## config.mk

```make
export PLATFORM = sky130hd
export DESIGN_NAME = pmt_top
export DESIGN_NICKNAME = d
export VERILOG_FILES = /design/src/hdl/pmt_pkg.sv /design/src/hdl/pmt_top.sv /design/src/hdl/pmt_timer.sv
export SDC_FILE = /design/constraint.sdc
export NUM_CORES = 1
export LEC_CHECK = 0
export BUFFER_PORTS_ARGS = -buffer_cell sky130_fd_sc_hd__buf_2
export CORE_MARGIN = 1
export CORE_UTILIZATION = 50
export DETAILED_ROUTE_END_ITERATION = 10
export PLACE_DENSITY = 0.74
export RECOVER_POWER = 25
export SKIP_LAST_GASP = 1
export SYNTH_ARGS = -nofsm -noshare
export SYNTH_HDL_FRONTEND = slang
export SYNTH_HIERARCHICAL = 1
export SYNTH_SLANG_ARGS = --single-unit
```

## constraint.sdc

```tcl
create_clock -name clk -period 2.36 [get_ports clk]
set_input_delay 0.118 -clock clk [delete_from_list [all_inputs] [get_ports clk]]
set_output_delay 0.118 -clock clk [all_outputs]
set_load 0.02 [all_outputs]
```

## src/hdl/pmt_pkg.sv

```systemverilog
package pmt_pkg;

	// Instance count and register geometry.
	localparam int        PMT_NUM_TMR      = 5;
	localparam int        PMT_ADDR_W       = 8;
	localparam logic [7:0] PMT_TMR_STRIDE  = 8'h10;
	localparam logic [7:0] PMT_OFS_COUNT   = 8'h00;
	localparam logic [7:0] PMT_OFS_PERIOD  = 8'h04;
	localparam logic [7:0] PMT_OFS_CONTROL = 8'h08;
	localparam logic [7:0] PMT_OFS_FLAGS   = 8'h50;
	localparam logic [7:0] PMT_OFS_ENABLES = 8'h54;
	localparam logic [7:0] PMT_OFS_STATUS  = 8'h58;

	// Reset values.
	localparam logic [7:0] PMT_COUNT_RST   = 8'h00;
	localparam logic [7:0] PMT_PERIOD_RST  = 8'hFF;
	localparam logic [6:0] PMT_CONTROL_RST = 7'h00;
	localparam logic [4:0] PMT_FLAGS_RST   = 5'h00;
	localparam logic [4:0] PMT_ENABLES_RST = 5'h00;

	// Instruction clock is the system clock divided by four.
	localparam logic [1:0] PMT_ICLK_LAST   = 2'h3;

	// Prescaler terminal values for divide by 1, 4, 16 and 64.
	localparam logic [5:0] PMT_PRE_DIV1    = 6'h00;
	localparam logic [5:0] PMT_PRE_DIV4    = 6'h03;
	localparam logic [5:0] PMT_PRE_DIV16   = 6'h0F;
	localparam logic [5:0] PMT_PRE_DIV64   = 6'h3F;

	// Control register layout: postscale 6:3, timer on 2, prescale 1:0.
	typedef struct packed {
		logic [3:0] postscale_select;
		logic       timer_on;
		logic [1:0] prescale_select;
	} pmt_ctrl_s;

	// Register write strobes towards one timer instance.
	typedef struct packed {
		logic       wr_count;
		logic       wr_period;
		logic       wr_ctrl;
		logic [7:0] data;
	} pmt_wr_s;

	// Decoded APB address.
	typedef struct packed {
		logic       valid;
		logic       is_timer;
		logic [2:0] inst;
		logic [7:0] ofs;
	} pmt_dec_s;

	function automatic logic [5:0] pmt_pre_limit(input logic [1:0] sel);
		unique case (sel)
			2'h0: pmt_pre_limit = PMT_PRE_DIV1;
			2'h1: pmt_pre_limit = PMT_PRE_DIV4;
			2'h2: pmt_pre_limit = PMT_PRE_DIV16;
			2'h3: pmt_pre_limit = PMT_PRE_DIV64;
		endcase
	endfunction

endpackage

```

## src/hdl/pmt_top.sv

```systemverilog
module pmt_top
	import pmt_pkg::*;
(
	// Clock and reset.
	input  wire logic                  clk,
	input  wire logic                  rst_n,
	// APB slave.
	input  wire logic                  psel,
	input  wire logic                  penable,
	input  wire logic                  pwrite,
	input  wire logic [PMT_ADDR_W-1:0] paddr,
	input  wire logic [31:0]           pwdata,
	output logic [31:0]                prdata,
	output logic                       pready,
	output logic                       pslverr,
	// Power state from the core, same clock domain.
	input  wire logic                  sleep_mode,
	// Timer outputs.
	output logic [PMT_NUM_TMR-1:0]     pwm_time_base,
	output logic                       spi_shift_clk,
	output logic                       irq_req
);

	typedef struct packed {
		logic [1:0]                   div;
		logic                         tick;
		pmt_ctrl_s [PMT_NUM_TMR-1:0]  ctrl;
		logic [PMT_NUM_TMR-1:0]       flags;
		logic [PMT_NUM_TMR-1:0]       enables;
		logic [31:0]                  rdata;
		logic                         ready;
		logic                         err;
		logic [PMT_NUM_TMR-1:0]       match;
		logic                         shift;
		logic                         irq;
	} pmt_top_s;

	pmt_top_s                s_reg;
	pmt_top_s                s_next;
	pmt_wr_s                 wr [PMT_NUM_TMR];
	logic [7:0]              cnt [PMT_NUM_TMR];
	logic [7:0]              per [PMT_NUM_TMR];
	logic [5:0]              pre [PMT_NUM_TMR];
	logic [PMT_NUM_TMR-1:0]  match;
	logic [PMT_NUM_TMR-1:0]  term;
	logic                    access;
	pmt_dec_s                dec;

	// Address decode, shared by the read mux and the write strobes.
	function automatic pmt_dec_s pmt_decode(input logic [PMT_ADDR_W-1:0] a);
		pmt_dec_s d;
		d          = '0;
		d.ofs      = {4'h0, a[3:0]};
		d.inst     = a[6:4];
		if (a[1:0] == 2'h0)
		begin
			if (a[7:4] < 4'(PMT_NUM_TMR) && d.ofs != 8'h0C)
			begin
				d.valid    = 1'b1;
				d.is_timer = 1'b1;
			end
			else if (a == PMT_OFS_FLAGS || a == PMT_OFS_ENABLES || a == PMT_OFS_STATUS)
			begin
				d.valid = 1'b1;
				d.ofs   = a;
			end
		end
		return d;
	endfunction

	assign dec    = pmt_decode(paddr);
	assign access = psel && penable && s_reg.ready;

	// Five identical instances with their own strobes and registers.
	for (genvar i = 0; i < PMT_NUM_TMR; i++)
	begin : g_tmr
		logic hit;
		assign hit = access && pwrite && dec.is_timer && dec.inst == 3'(i);
		assign wr[i].wr_count  = hit && dec.ofs == PMT_OFS_COUNT;
		assign wr[i].wr_period = hit && dec.ofs == PMT_OFS_PERIOD;
		assign wr[i].wr_ctrl   = hit && dec.ofs == PMT_OFS_CONTROL;
		assign wr[i].data      = pwdata[7:0];

		pmt_timer u_tmr
		(
			.clk      (clk),
			.rst_n    (rst_n),
			.tick     (s_reg.tick),
			.ctrl     (s_reg.ctrl[i]),
			.wr       (wr[i]),
			.count_o  (cnt[i]),
			.period_o (per[i]),
			.pre_o    (pre[i]),
			.match_o  (match[i]),
			.term_o   (term[i])
		);
	end

	// Bus, clock divider, flags and output staging.
	always_comb
	begin
		s_next = s_reg;
		// The divider keeps running in sleep so phase is kept on wake.
		s_next.div  = s_reg.div + 2'h1;
		s_next.tick = (s_reg.div == PMT_ICLK_LAST) && !sleep_mode;

		// Ready one cycle after setup; read data is captured at setup.
		s_next.ready = psel && !penable;
		s_next.err   = 1'b0;
		if (psel && !penable)
		begin
			s_next.rdata = 32'h0000_0000;
			s_next.err   = !dec.valid;
			if (dec.is_timer)
			begin
				unique case (dec.ofs)
					PMT_OFS_COUNT:   s_next.rdata = {24'h0, cnt[dec.inst]};
					PMT_OFS_PERIOD:  s_next.rdata = {24'h0, per[dec.inst]};
					PMT_OFS_CONTROL: s_next.rdata = {25'h0, s_reg.ctrl[dec.inst]};
					default:         s_next.rdata = 32'h0000_0000;
				endcase
			end
			else if (dec.ofs == PMT_OFS_FLAGS)
				s_next.rdata = {27'h0, s_reg.flags};
			else if (dec.ofs == PMT_OFS_ENABLES)
				s_next.rdata = {27'h0, s_reg.enables};
			else if (dec.ofs == PMT_OFS_STATUS)
				s_next.rdata = {26'h0, s_reg.irq, s_reg.flags & s_reg.enables};
		end

		// Control and enable writes.
		if (access && pwrite && dec.is_timer && dec.ofs == PMT_OFS_CONTROL)
			s_next.ctrl[dec.inst] = pwdata[6:0];
		if (access && pwrite && dec.ofs == PMT_OFS_ENABLES && !dec.is_timer)
			s_next.enables = pwdata[4:0];

		// Writing zero clears a flag, but a new terminal count wins.
		if (access && pwrite && dec.ofs == PMT_OFS_FLAGS && !dec.is_timer)
			s_next.flags = s_reg.flags & pwdata[4:0];
		s_next.flags = s_next.flags | term;

		s_next.match = match;
		s_next.shift = match[0];
		s_next.irq   = |(s_reg.flags & s_reg.enables);
	end

	// State register.
	always_ff @(posedge clk or negedge rst_n)
	begin
		if (!rst_n)
		begin
			s_reg         <= '0;
			s_reg.ctrl    <= {PMT_NUM_TMR{PMT_CONTROL_RST}};
			s_reg.flags   <= PMT_FLAGS_RST;
			s_reg.enables <= PMT_ENABLES_RST;
		end
		else
			s_reg <= s_next;
	end

	// All outputs come straight from the state register.
	assign prdata        = s_reg.rdata;
	assign pready        = s_reg.ready;
	assign pslverr       = s_reg.err;
	assign pwm_time_base = s_reg.match;
	assign spi_shift_clk = s_reg.shift;
	assign irq_req       = s_reg.irq;
endmodule // pmt_top

```

## src/hdl/pmt_timer.sv

```systemverilog
module pmt_timer
	import pmt_pkg::*;
(
	// Clock and reset.
	input  wire logic      clk,
	input  wire logic      rst_n,
	// Timing and configuration.
	input  wire logic      tick,
	input  wire pmt_ctrl_s ctrl,
	input  wire pmt_wr_s   wr,
	// State and events.
	output logic [7:0]     count_o,
	output logic [7:0]     period_o,
	output logic [5:0]     pre_o,
	output logic           match_o,
	output logic           term_o
);

	typedef struct packed {
		logic [7:0] count;
		logic [7:0] period;
		logic [5:0] pre;
		logic [3:0] post;
		logic       match;
		logic       term;
	} pmt_tmr_s;

	pmt_tmr_s s_reg;
	pmt_tmr_s s_next;

	// Counting path; software writes come last so they win over a tick.
	always_comb
	begin
		s_next       = s_reg;
		s_next.match = 1'b0;
		s_next.term  = 1'b0;
		if (tick && ctrl.timer_on)
		begin
			if (s_reg.pre >= pmt_pre_limit(ctrl.prescale_select))
			begin
				s_next.pre = 6'h00;
				if (s_reg.count == s_reg.period)
				begin
					s_next.count = PMT_COUNT_RST;
					s_next.match = 1'b1;
					// Compare with >= so a lowered ratio never runs past sixteen.
					if (s_reg.post >= ctrl.postscale_select)
					begin
						s_next.post = 4'h0;
						s_next.term = 1'b1;
					end
					else
						s_next.post = s_reg.post + 4'h1;
				end
				else
					s_next.count = s_reg.count + 8'h01;
			end
			else
				s_next.pre = s_reg.pre + 6'h01;
		end
		if (wr.wr_ctrl)
		begin
			s_next.pre  = 6'h00;
			s_next.post = 4'h0;
		end
		if (wr.wr_count)
		begin
			s_next.count = wr.data;
			s_next.pre   = 6'h00;
			s_next.post  = 4'h0;
		end
		if (wr.wr_period)
			s_next.period = wr.data;
	end

	// State register; every reset source reaches here through rst_n.
	always_ff @(posedge clk or negedge rst_n)
	begin
		if (!rst_n)
			s_reg <= '{PMT_COUNT_RST, PMT_PERIOD_RST, 6'h00, 4'h0, 1'b0, 1'b0};
		else
			s_reg <= s_next;
	end

	assign count_o  = s_reg.count;
	assign period_o = s_reg.period;
	assign pre_o    = s_reg.pre;
	assign match_o  = s_reg.match;
	assign term_o   = s_reg.term;
endmodule // pmt_timer

```

# After elaboration in Yosys (flattened, before gate mapping)
# Cells that the tools add are included.
# totals
mem_bits_rw	0
latch_bits	0
out_inout_bits	41
input_bits	46
wordCells	306
ff_bits	229
rom_bits	0
mem_count	0
# op_classes
n_reduce_logical	88
shifts	0
n_div	0
eq_ne	34
add_sub_neg	16
magnitude_cmp	14
mux	95
mul	0
n_bitwise	4
# op_table
op	count
2-to-1 mux 8 bit	27
2-to-1 mux 6 bit	23
one-hot mux 6 bit (4 select lines)	5
2-to-1 mux 10 bit	10
2-to-1 mux 12 bit	5
binary-select mux 8 bit (select 3 bit)	2
equality test 8 x 7 -> 1 bit, second input constant	6
nonzero test 3 bit	15
adder 8 x 1 -> 8 bit, second input constant	5
equality test 8 bit	5
logical AND 1 bit	38
bitwise mux 35 bit	1
2-to-1 mux 32 bit	1
adder 6 x 1 -> 6 bit, second input constant	5
greater-or-equal comparator 6 bit	5
one-hot mux 8 bit (3 select lines)	1
equality test 2 bit, second input constant	11
binary-select mux 7 bit (select 3 bit)	1
demux 7 bit (select 3 bit)	1
adder 4 x 1 -> 4 bit, second input constant	5
greater-or-equal comparator 4 bit	5
2-to-1 mux 4 bit	5
nonzero test 2 bit	10
AND reduction 3 bit	5
other kinds (26)	54

# Logic depth before layout (Yosys ltp)
# Gate-level depths: netlist of the first run.
# depth
ltp_word	11
ltp_mapped	11
depth_no_buf	9

# Cells and area by module
# The synthesis of the first run kept the hierarchy.
# modules_own_cells
mod	seq_area_each_um2	area_per_inst_um2	instances	cells_each
pmt_timer	710.7	1958.1	5	209
pmt_top	1601.5	4107.7	1	399

# Least setup slack after synthesis of the first run
# Ideal clock, no wire load.
# synth_path
kind	in2reg
start	input paddr[1]
end	register g_tmr[1].u_tmr.s_reg (netlist bit g_tmr[1].u_tmr/pre_o[5])
stages	9
required_ns	2.239
arrival_time_ns	2.293
setup_time_ns	0.121
slack_ns	-0.054
n_path_buf	1
path_cell_list	or4_1 nor2_1 nand2_1 nor3_1 or2_1 clkbuf_1 a2111oi_2 a21o_1 a22o_1
# synth_lines
element	line_no	text
start: declaration	pmt_top.sv:11	input wire logic [PMT_ADDR_W-1:0] paddr,
end signal: assignment	pmt_timer.sv:80	s_reg <= '{PMT_COUNT_RST, PMT_PERIOD_RST, 6'h00, 4'h0, 1'b0, 1'b0};
end signal: assignment	pmt_timer.sv:82	s_reg <= s_next;
end: declaration	pmt_timer.sv:28	pmt_tmr_s s_reg;

# Final worst setup path of the first run
# layout_path
start	register s_reg[66] (netlist name)
end	register g_tmr[2].u_tmr/s_reg[3] (netlist name)
# layout_via
elab_chain_len	6
elab_cells_between_ends	9
classes_between	order compare (1); eq/ne (3); mux (2); reduce/logical (3)
# layout_lines
element	line_no	text
equality test 2 bit (tied with other cells)	pmt_pkg.sv:54	unique case (sel)
one-hot mux 6 bit (4 select lines) *	pmt_pkg.sv:54	
2-to-1 mux 6 bit *	pmt_timer.sv:37	if (tick && ctrl.timer_on)
greater-or-equal comparator 6 bit *	pmt_timer.sv:39	if (s_reg.pre >= pmt_pre_limit(ctrl.prescale_select))
nonzero test 3 bit (no line) *	n/a	
AND reduction 3 bit (no line) *	n/a	
end signal: assignment	pmt_timer.sv:80	
end signal: assignment	pmt_timer.sv:82	
end: declaration	pmt_timer.sv:28	
# Mark *: on every way between the ends. The rest lies on a longest branch, timed or not. The select of a mux whose other input is x is not followed.
# A chain may end at the register's enable or synchronous reset.

==> results of run 1 <==
## routing by layer
| layer | wire, um | share of wire [%] | global-route usage [%] |
|---|---|---|---|
| met3 | 2320 | 6.5 | 3.12 |
| met1 | 16200 | 46 | 36.4 |
| met2 | 16200 | 45 | 39.1 |
| met4 | 878 | 2.5 | 6.90 |
| met5 | 13 | 0.037 | 0 |
## layout make-up
cell class | instances | area [um2]
clock buffer | 34 | 667
sequential | 204 | 5150
fill | 2278 | 12000
timing repair buffer | 148 | 1070
inverter | 50 | 188
multi-input combinational | 1000 | 7320
clock inverter | 7 | 60.1
tap | 341 | 427
## metrics by stage
step | power (W) | instance area (um2)
2_1_floorplan | 0.00382 | 13800
3_3_place_gp | 0.00402 | 14000
3_5_place_dp | 0.00403 | 14000
4_1_cts | 0.00754 | 14800
5_1_grt | 0.00772 | 14900
6_report | 0.00749 | 14900
## report_power, final
group | switching [W] | internal [W]
clock | 0.00146 | 0.00205
sequential | 0.0000176 | 0.00352
combinational | 0.000319 | 0.000116
total | 0.00180 | 0.00569
## worst max path at each step
stage,from,end,slack (ns),depth (start not counted)
finish,s_reg[66]$_DFFE_PN0P_,g_tmr[2].u_tmr/s_reg[3]$_DFFE_PN0P_,0.06,9
global route,s_reg[58]$_DFFE_PN0P_,g_tmr[1].u_tmr/pre_o[3]$_DFFE_PN0P_,-0.04,8
CTS,s_reg[66]$_DFFE_PN0P_,g_tmr[2].u_tmr/pre_o[3]$_DFFE_PN0P_,0.008,8
detailed placement,s_reg[66]$_DFFE_PN0P_,g_tmr[2].u_tmr/pre_o[3]$_DFFE_PN0P_,-0.20,8
global placement,s_reg[65]$_DFFE_PN0P_,g_tmr[2].u_tmr/pre_o[3]$_DFFE_PN0P_,-0.09,8
floorplan,paddr[1],g_tmr[1].u_tmr/pre_o[5]$_DFFE_PN0P_,-0.05,9
## worst max-delay path, cell delays in order (launching register included)
cell and delay [ns]:
dfrtp_1 0.40, or2_2 0.29, ha_1 0.28, nand2b_1 0.10, a21o_1 0.18, buf_4 0.14, a21oi_1 0.06, buf_4 0.19
or4_4 0.43, a21oi_2 0.16
## what timing repair did
action,4_1_cts,5_1_grt
pin swaps,0,9
gates resized for setup,3,6
hold buffers,4,0
setup endpoints to repair,14,17
endpoints found under the hold margin,55,0
cloned,0,0
setup buffers,0,9
==> reports/metrics.cfg, run 1 <==
[floorplan]
die_w_um=167
fp.dieH_um=167
io_pins=87
num_rows=60
dieArea_um2=28000
start_util_pct=50.9
core_area_um2=26900

[clock_network]
htreeDepth=1
cts.clk_slew.worst_paths_ns=0.06
clk_latency_ns=0.52
cts-root-buf=clkbuf_16
cts.sink_count=204
cts_tree=done
cts_max_path_buffers=3
cts_buffers=23

[finish]
drive_above_1_share_pct=24.6
mostFrequentLayoutCell=dfrtp_1
layout-area-overhead-vs-synth_pct=8.87
largest_reg_flops=48
insertedDiodeCount=0
final_util_pct=55.4
mostFrequentLayoutCells=dfrtp_1 (164), a21oi_1 (112), buf_4 (102), o21ai_0 (86), mux2_2 (71)
final_cell_count_no_fill=1784
layout.nets=1539

[placed_design]
gp_congestion=0.938
preCtsSetupSlack_ns=-0.204
portBuffers=38
dp.cells=1730
dp_hpwl_um=25000

[hold_path]
hold_path_end=prdata[7]$_DFFE_PN0P_
hold_class=input pin to flop
min_path_cells=3
min_from=psel

[global_routing]
grt_pass1_vias=9963
grt_usage_pct=25.0
grt_first_pass_wirelength_um=56100
antenna_found_initial=1
overflow=0
grt_max_degree=67

[timing]
fin_crit_sh_pct=97.6
layout_setup_ws_ns=0.0569
setup_violations=0
slew_violations=65
period_minus_slack_ns=2.30
relSlewSlack_pct=-23.9
finalHoldViolCount=0
fin_setup_tns_ns=0
rsz0062_at_grt=yes
holdWs_ns=0.0166
finalClockSkew_ns=0.0127
worst_pin_slew_ns=1.86
fmax_ghz=0.434

[critical_path]
r2r_slack_ns=0.06
regToRegEndpoint=g_tmr[2].u_tmr/s_reg[3]$_DFFE_PN0P_
crit_fanout=15
cp-end-kind=flop
crit_arrival_ns=2.74
critPathRequiredTime_ns=2.80
critPathKind=flop to flop
critPathLaunchType=flop
rr_worst_depth=9
timing.rr.start=s_reg[66]$_DFFE_PN0P_

[route]
drt-total-wl_um=35600
drc=0
wl_per_cell_um=20.0
detail-route-antenna-nets=0
firstDrtPassIters=5
via_per_inst=6.08
vias=10847
initialDrtViolationCount=1121

[logic_synthesis]
syn_area_per_cell_um2=9.67
synthesis.area_um2=13700
yosysWarnings=6
netlist_instances=1414

[job]
cap_violations=1

[run_status]
status=finished with violations
violations=capacitance limit, slew limit

[power]
ir_drop_v=0.000442
power_density_nw_per_um2=503
p_leak_nw=6.77

Note: power is estimated with default switching activity, not from simulation.
==> inputs of run 2 (changes only) <==
==> constraint.sdc (replaced) <==
create_clock -name clk -period 1.9 [get_ports clk]
set_input_delay 0.095 -clock clk [delete_from_list [all_inputs] [get_ports clk]]
set_output_delay 0.095 -clock clk [all_outputs]
set_load 0.02 [all_outputs]
==> run 2 against run 1 <==
The flow finishes with violations (capacitance limit, slew limit, setup timing). Hold slack about the same. Maximum frequency up 6.7%. Final cell count up 8.8%. Via count up 9.7%. Die area unchanged. Critical path depth unchanged. First-iteration DRC count up 40%. Sequential share of layout area down 5.1 points. Register-to-register slack worse by 0.32 ns. Wire length up 14%. Global-route usage up 2.7 points. Power up 27%. Critical endpoint is now g_tmr[2].u_tmr/s_reg[4]$_DFFE_PN0P_. Largest cell class unchanged.
==> reports/metrics.cfg, run 2 (synthesized netlist as in run 1, its figures left out) <==
[finish]
multi_input_area_um2=8490  ; was 7320 um2
mostFrequentLayoutCell=buf_4  ; was dfrtp_1
largest_reg_flops=48  ; unchanged
regArea_um2=5160  ; was 5150 um2
mostFrequentLayoutCells=buf_4 (209), dfrtp_1 (163), mux2_2 (67), nand2_1 (60), a21oi_1 (59)  ; was dfrtp_1 (164), a21oi_1 (112), buf_4 (102), o21ai_0 (86), mux2_2 (71)
fill_cells=1912  ; was 2278
drive_above_1_share_pct=41.8  ; was 24.6%
layout.nets=1695  ; was 1539
final_util_pct=65.0  ; was 55.4%
layout-area-overhead-vs-synth_pct=27.7  ; was 8.87%

[timing]
slew_violations=53  ; was 65
relSlewSlack_pct=-6.56  ; was -23.9%
fin_crit_sh_pct=114  ; was 97.6%
rsz0062_at_grt=yes  ; unchanged
fmax_ghz=0.463  ; was 0.434 GHz
fin_setup_tns_ns=-13.69  ; was 0 ns
setup_violations=91  ; was 0
finalHoldViolCount=0  ; unchanged
worst_pin_slew_ns=1.60  ; was 1.86 ns
finalClockSkew_ns=0.0154  ; was 0.0127 ns
layout_setup_ws_ns=-0.258  ; was 0.0569 ns
holdWs_ns=0.0167  ; was 0.0166 ns
period_minus_slack_ns=2.16  ; was 2.30 ns

[critical_path]
crit_fanout=4  ; was 15
worst_path_max_delay_cell=or4_1  ; was or4_4
crit_top_cell=buf_4  ; unchanged
critPathRequiredTime_ns=2.34  ; was 2.80 ns
critPathLaunchType=flop  ; unchanged
critPathBufInv=2  ; unchanged
rr_worst_depth=9  ; unchanged
crit_arrival_ns=2.59  ; was 2.74 ns
critPathKind=flop to flop  ; unchanged
path_cells=nand2_1 -> buf_4 -> ha_1 -> nand4_1 -> buf_4 -> o22ai_4 -> a21oi_2 -> or4_1 -> o21ai_1  ; was or2_2 -> ha_1 -> nand2b_1 -> a21o_1 -> buf_4 -> a21oi_1 -> buf_4 -> or4_4 -> a21oi_2
critPathTopFamily=simple AND/OR/NAND/NOR gates  ; unchanged
startpoint=s_reg[66]$_DFFE_PN0P_  ; unchanged
cpPeakStageDelay_ns=0.50  ; was 0.43 ns
timing.rr.start=s_reg[66]$_DFFE_PN0P_  ; unchanged
cp-end-kind=flop  ; unchanged
crit_cells=9  ; unchanged

[floorplan]
fp.dieH_um=167  ; unchanged
core_area_um2=26900  ; unchanged
num_rows=60  ; unchanged
dieArea_um2=28000  ; unchanged
start_util_pct=50.9  ; unchanged
io_pins=87  ; unchanged
die_w_um=167  ; unchanged

[placed_design]
gp_congestion=0.976  ; was 0.938
dp_hpwl_um=26100  ; was 25000 um
portBuffers=38  ; unchanged
preCtsSetupSlack_ns=-0.397  ; was -0.204 ns

[global_routing]
met1_usage_pct=39.2  ; was 36.4%
grt_pass1_vias=11316  ; was 9963
grt_usage_pct=27.7  ; was 25.0%
use_met3_pct=3.31  ; was 3.12%
met2_usage_pct=43.2  ; was 39.1%
antenna_found_initial=0  ; was 1
busiest_layer=met2  ; unchanged
overflow=0  ; unchanged
grt_max_degree=56  ; was 67
grt_first_pass_wirelength_um=62200  ; was 56100 um

[hold_path]
min_path_cells=4  ; was 3
min_from=paddr[0]  ; was psel
hold_class=input pin to flop  ; unchanged

[route]
vias=11898  ; was 10847
drc=0  ; unchanged
firstDrtPassIters=7  ; was 5
wl_per_cell_um=20.8  ; was 20.0 um
drt-total-wl_um=40500  ; was 35600 um
detail-route-antenna-nets=0  ; unchanged
initialDrtViolationCount=1571  ; was 1121
via_per_inst=6.13  ; was 6.08

[run_status]
status=finished with violations  ; unchanged
violations=capacitance limit, slew limit, setup timing  ; was capacitance limit, slew limit

[clock_network]
cts_max_path_buffers=3  ; unchanged
cts.clk_slew.worst_paths_ns=0.06  ; about the same
cts_tree=done  ; unchanged
cts_buffers=23  ; unchanged
clk_latency_ns=0.51  ; was 0.52 ns
cts.sink_count=204  ; unchanged
cts-root-buf=clkbuf_16  ; unchanged
htreeDepth=1  ; unchanged

[power]
power_density_nw_per_um2=544  ; was 503 nW/um2
p_leak_nw=7.82  ; was 6.77 nW
ir_drop_v=0.000527  ; was 0.000442 V

[job]
cap_violations=1  ; unchanged

-- run 2: layout make-up --
type                    instances  share of cell area (%)
inverters                      50                    1.08
multi-input cells            1005                    48.6
repair buffers                299                    13.9
diodes                          1                  0.0143
well taps                     341                    2.44
flip-flops and latches        204                    29.5
clock inverters                 4                   0.258
clock buffers                  37                    4.11
-- run 2: through the flow --
stage / cell area [um2] / total power, W / instances
finish: 17500 / 0.00950 / 1941
global route: 17500 / 0.00976 / 1940
CTS: 16700 / 0.00954 / 1914
detailed placement: 15100 / 0.00503 / 1834
global placement: 15100 / 0.00502 / 1834
floorplan: 14100 / 0.00476 / 1437
-- run 2: power by group --
group	internal [W]	switching [W]	total, W
Combinational	0.000165	0.000415	0.000580
Clock	0.00270	0.00182	0.00452
Sequential	0.00437	0.0000208	0.00439
Total	0.00724	0.00225	0.00950
-- run 2: worst min-delay path: stages --
cell       delay (ns)
buf_2            0.10
buf_4            0.13
a2111oi_0        0.07
nor2_1           0.09
-- run 2: timing repair --
item / in CTS / in global routing
cloned: 5 / 1
hold endpoints to repair: 116 / 0
hold buffers: 3 / 0
buffers inserted: 32 / 26
endpoints found under the setup margin: 92 / 112
resized for setup: 146 / 117
pin swaps: 93 / 67
-- run 2: routing by layer --
layer | part of all wire, % | vias to the layer above
met5 | 0 | -
met4 | 4.1 | 0
met3 | 7.0 | 117
met2 | 46 | 530
met1 | 43 | 5915
li1 | - | 5336
-- run 2: final timing paths --
kind | endpoint | slack, ns
setup / recovery | g_tmr[2].u_tmr/s_reg[4]$_DFFE_PN0P_ | -0.26
hold / removal | pslverr$_DFF_PN0_ | 0.02
setup reg to reg | g_tmr[2].u_tmr/s_reg[4]$_DFFE_PN0P_ | -0.26
hold reg to reg | pwm_time_base[1]$_DFF_PN0_ | 0.35
max in group asynchronous | pready$_DFF_PN0_ | 0.16
min in group asynchronous | g_tmr[3].u_tmr/pre_o[3]$_DFFE_PN0P_ | 0.51
==> inputs of run 3 (changes only) <==
--- a/config.mk
+++ b/config.mk
@@ -11,6 +11,7 @@
 export DETAILED_ROUTE_END_ITERATION = 10
 export PLACE_DENSITY = 0.74
 export RECOVER_POWER = 25
+export REMOVE_ABC_BUFFERS = 1
 export SKIP_LAST_GASP = 1
 export SYNTH_ARGS = -nofsm -noshare
 export SYNTH_HDL_FRONTEND = slang
==> run 3 against run 2 <==
The run still ends with capacitance limit, slew limit, setup timing left. Global-route usage is 0.37 points higher. Combinational power hardly changed. Register-to-register slack worse by 0.06 ns. Largest cell class unchanged.
==> reports/metrics.cfg, run 3 (synthesized netlist as in run 1, its figures left out) <==
[timing]
slew_violations=54  ; was 53
finalHoldViolCount=0  ; unchanged
relSlewSlack_pct=-4.93  ; was -6.56%
rsz0062_at_grt=yes  ; unchanged
layout_setup_ws_ns=-0.323  ; was -0.258 ns
period_minus_slack_ns=2.22  ; was 2.16 ns
setup_violations=88  ; was 91
worst_pin_slew_ns=1.57  ; was 1.60 ns
fin_crit_sh_pct=117  ; was 114%
finalClockSkew_ns=0.0107  ; was 0.0154 ns
fmax_ghz=0.450  ; was 0.463 GHz

[critical_path]
crit_fanout=7  ; was 4
critPathKind=flop to flop  ; unchanged
critPathBufInv=3  ; was 2
cpPeakStageDelay_ns=0.41  ; was 0.50 ns
critPathLaunchType=flop  ; unchanged
critPathTopFamily=simple AND/OR/NAND/NOR gates  ; unchanged
crit_arrival_ns=2.67  ; was 2.59 ns
cp-end-kind=flop  ; unchanged
worst_path_max_delay_cell=or4_4  ; was or4_1
path_cells=buf_6 -> nand2_8 -> ha_4 -> nand4_1 -> nor2_2 -> buf_4 -> a21oi_4 -> buf_6 -> or4_4 -> a21oi_2  ; was nand2_1 -> buf_4 -> ha_1 -> nand4_1 -> buf_4 -> o22ai_4 -> a21oi_2 -> or4_1 -> o21ai_1
critPathRequiredTime_ns=2.35  ; was 2.34 ns
crit_top_cell=buf_6  ; was buf_4

[route]
vias=11803  ; was 11898
initialDrtViolationCount=1603  ; was 1571
detail-route-antenna-nets=0  ; unchanged
drt-total-wl_um=41100  ; was 40500 um
firstDrtPassIters=6  ; was 7
via_per_inst=6.13  ; about the same
wl_per_cell_um=21.3  ; was 20.8 um
drc=0  ; unchanged

[job]
cap_violations=1  ; unchanged

[global_routing]
grt_first_pass_wirelength_um=62500  ; was 62200 um
grt_max_degree=56  ; unchanged
grt_pass1_vias=11694  ; was 11316
antenna_found_initial=0  ; unchanged
overflow=0  ; unchanged
grt_usage_pct=28.1  ; was 27.7%

[floorplan]
start_util_pct=50.9  ; unchanged
die_w_um=167  ; unchanged
fp.dieH_um=167  ; unchanged
num_rows=60  ; unchanged
io_pins=87  ; unchanged
core_area_um2=26900  ; unchanged
dieArea_um2=28000  ; unchanged

[finish]
mostFrequentLayoutCell=buf_4  ; unchanged
layout.nets=1680  ; was 1695
regArea_um2=5150  ; was 5160 um2
fill_cells=1975  ; was 1912
drive_above_1_share_pct=40.8  ; was 41.8%
mostFrequentLayoutCells=buf_4 (203), dfrtp_1 (164), mux2_2 (66), a21oi_1 (63), nand2_1 (59)  ; was buf_4 (209), dfrtp_1 (163), mux2_2 (67), nand2_1 (60), a21oi_1 (59)
insertedDiodeCount=0  ; was 1
layout-area-overhead-vs-synth_pct=25.7  ; was 27.7%
largest_reg_flops=48  ; unchanged
multi_input_area_um2=8340  ; was 8490 um2
fin_area_um2=17200  ; was 17500 um2

[power]
p_leak_nw=7.78  ; was 7.82 nW
seq_power_share_pct=44.7  ; was 46.3%
p_sw_w=0.00237  ; was 0.00225 W
internal_power_w=0.00744  ; was 0.00724 W
power_density_nw_per_um2=571  ; was 544 nW/um2
netSwitchingFraction_pct=24.1  ; was 23.7%
ir_drop_v=0.000582  ; was 0.000527 V
clockPowerShare_pct=49.3  ; was 47.6%
share_comb_of_total_power_pct=5.9  ; was 6.1%

[clock_network]
cts-root-buf=clkbuf_16  ; unchanged
cts_max_path_buffers=3  ; unchanged
htreeDepth=1  ; unchanged
cts_tree=done  ; unchanged
cts.sink_count=204  ; unchanged
cts_buffers=24  ; was 23
cts.clk_slew.worst_paths_ns=0.07  ; was 0.06 ns
clk_latency_ns=0.53  ; was 0.51 ns

[placed_design]
placed_cell_area_um2=14900  ; was 15100 um2
preCtsSetupSlack_ns=-0.461  ; was -0.397 ns
portBuffers=38  ; unchanged
gp_congestion=0.987  ; was 0.976
dp_hpwl_um=26300  ; was 26100 um

[run_status]
violations=capacitance limit, slew limit, setup timing  ; unchanged
status=finished with violations  ; unchanged

[hold_path]
hold_class=input pin to flop  ; unchanged

[run 3: layout make-up]
| cell class | count | area share [%] |
|---|---|---|
| clock buffer | 31 | 4.13 |
| clock inverter | 13 | 0.706 |
| inverter | 50 | 1.09 |
| multi-input combinational | 1001 | 48.5 |
| sequential | 204 | 30.0 |
| tap | 341 | 2.48 |
| timing repair buffer | 287 | 13.1 |
[run 3: power groups by stage]
stage               Sequential [W]  Clock (W)  Combinational (W)
finish                     0.00439    0.00484           0.000580
floorplan                  0.00448          0           0.000158
global placement           0.00447          0           0.000551
global route               0.00439    0.00508           0.000620
CTS                        0.00439    0.00490           0.000574
detailed placement         0.00447          0           0.000560
[run 3: through the flow]
stage | cells | utilization, % | power, W | setup TNS [ns] | hold WS, ns
after floorplan | 1254 | - | 0.00464 | -64.99 | -0.201
after CTS | 1918 | 62.4 | 0.00986 | -6.03 | 0.0116
after global routing | 1927 | 64.0 | 0.0101 | -19.31 | 0.0506
final | 1927 | 64.0 | 0.00981 | -10.82 | 0.0192
after detailed placement | 1845 | 55.3 | 0.00503 | -28.79 | 0.113
after global placement | 1845 | 55.3 | 0.00502 | -25.48 | 0.111
[run 3: worst min-delay path: stages]
cell	delay [ns]
buf_2	0.09
nand2b_1	0.18
a211o_1	0.14
[run 3: worst paths after layout]
check                                                 start  slack, ns  cells past startpoint                                     end
setup / recovery                      s_reg[65]$_DFFE_PN0P_      -0.32                     10     g_tmr[2].u_tmr/s_reg[3]$_DFFE_PN0P_
hold / removal                                      penable       0.02                      3                   prdata[7]$_DFFE_PN0P_
setup reg to reg                      s_reg[65]$_DFFE_PN0P_      -0.32                     10     g_tmr[2].u_tmr/s_reg[3]$_DFFE_PN0P_
hold reg to reg            g_tmr[1].u_tmr/match_o$_DFF_PN0_       0.35                      0              pwm_time_base[1]$_DFF_PN0_
max in group asynchronous                             rst_n       0.17                      3  g_tmr[3].u_tmr/period_o[1]$_DFFE_PN1P_
min in group asynchronous                             rst_n       0.51                      2     g_tmr[3].u_tmr/pre_o[3]$_DFFE_PN0P_
[run 3: repair_timing]
| action | CTS | global route |
|---|---|---|
| setup endpoints to repair | 93 | 124 |
| cloned | 7 | 0 |
| pin swaps | 117 | 71 |
| gates resized for setup | 205 | 82 |
| hold buffers | 5 | 0 |
| buffers inserted | 21 | 14 |
| hold endpoints to repair | 133 | 0 |
[run 3: metal layers]
layer  vias up  track usage [%]  wire [um]
met4         0             14.0       2010
met2       559             46.1      19400
met1      5822             36.4      16800
met5         -                0          0
met3       117             3.71       2880
li1       5305                -          -
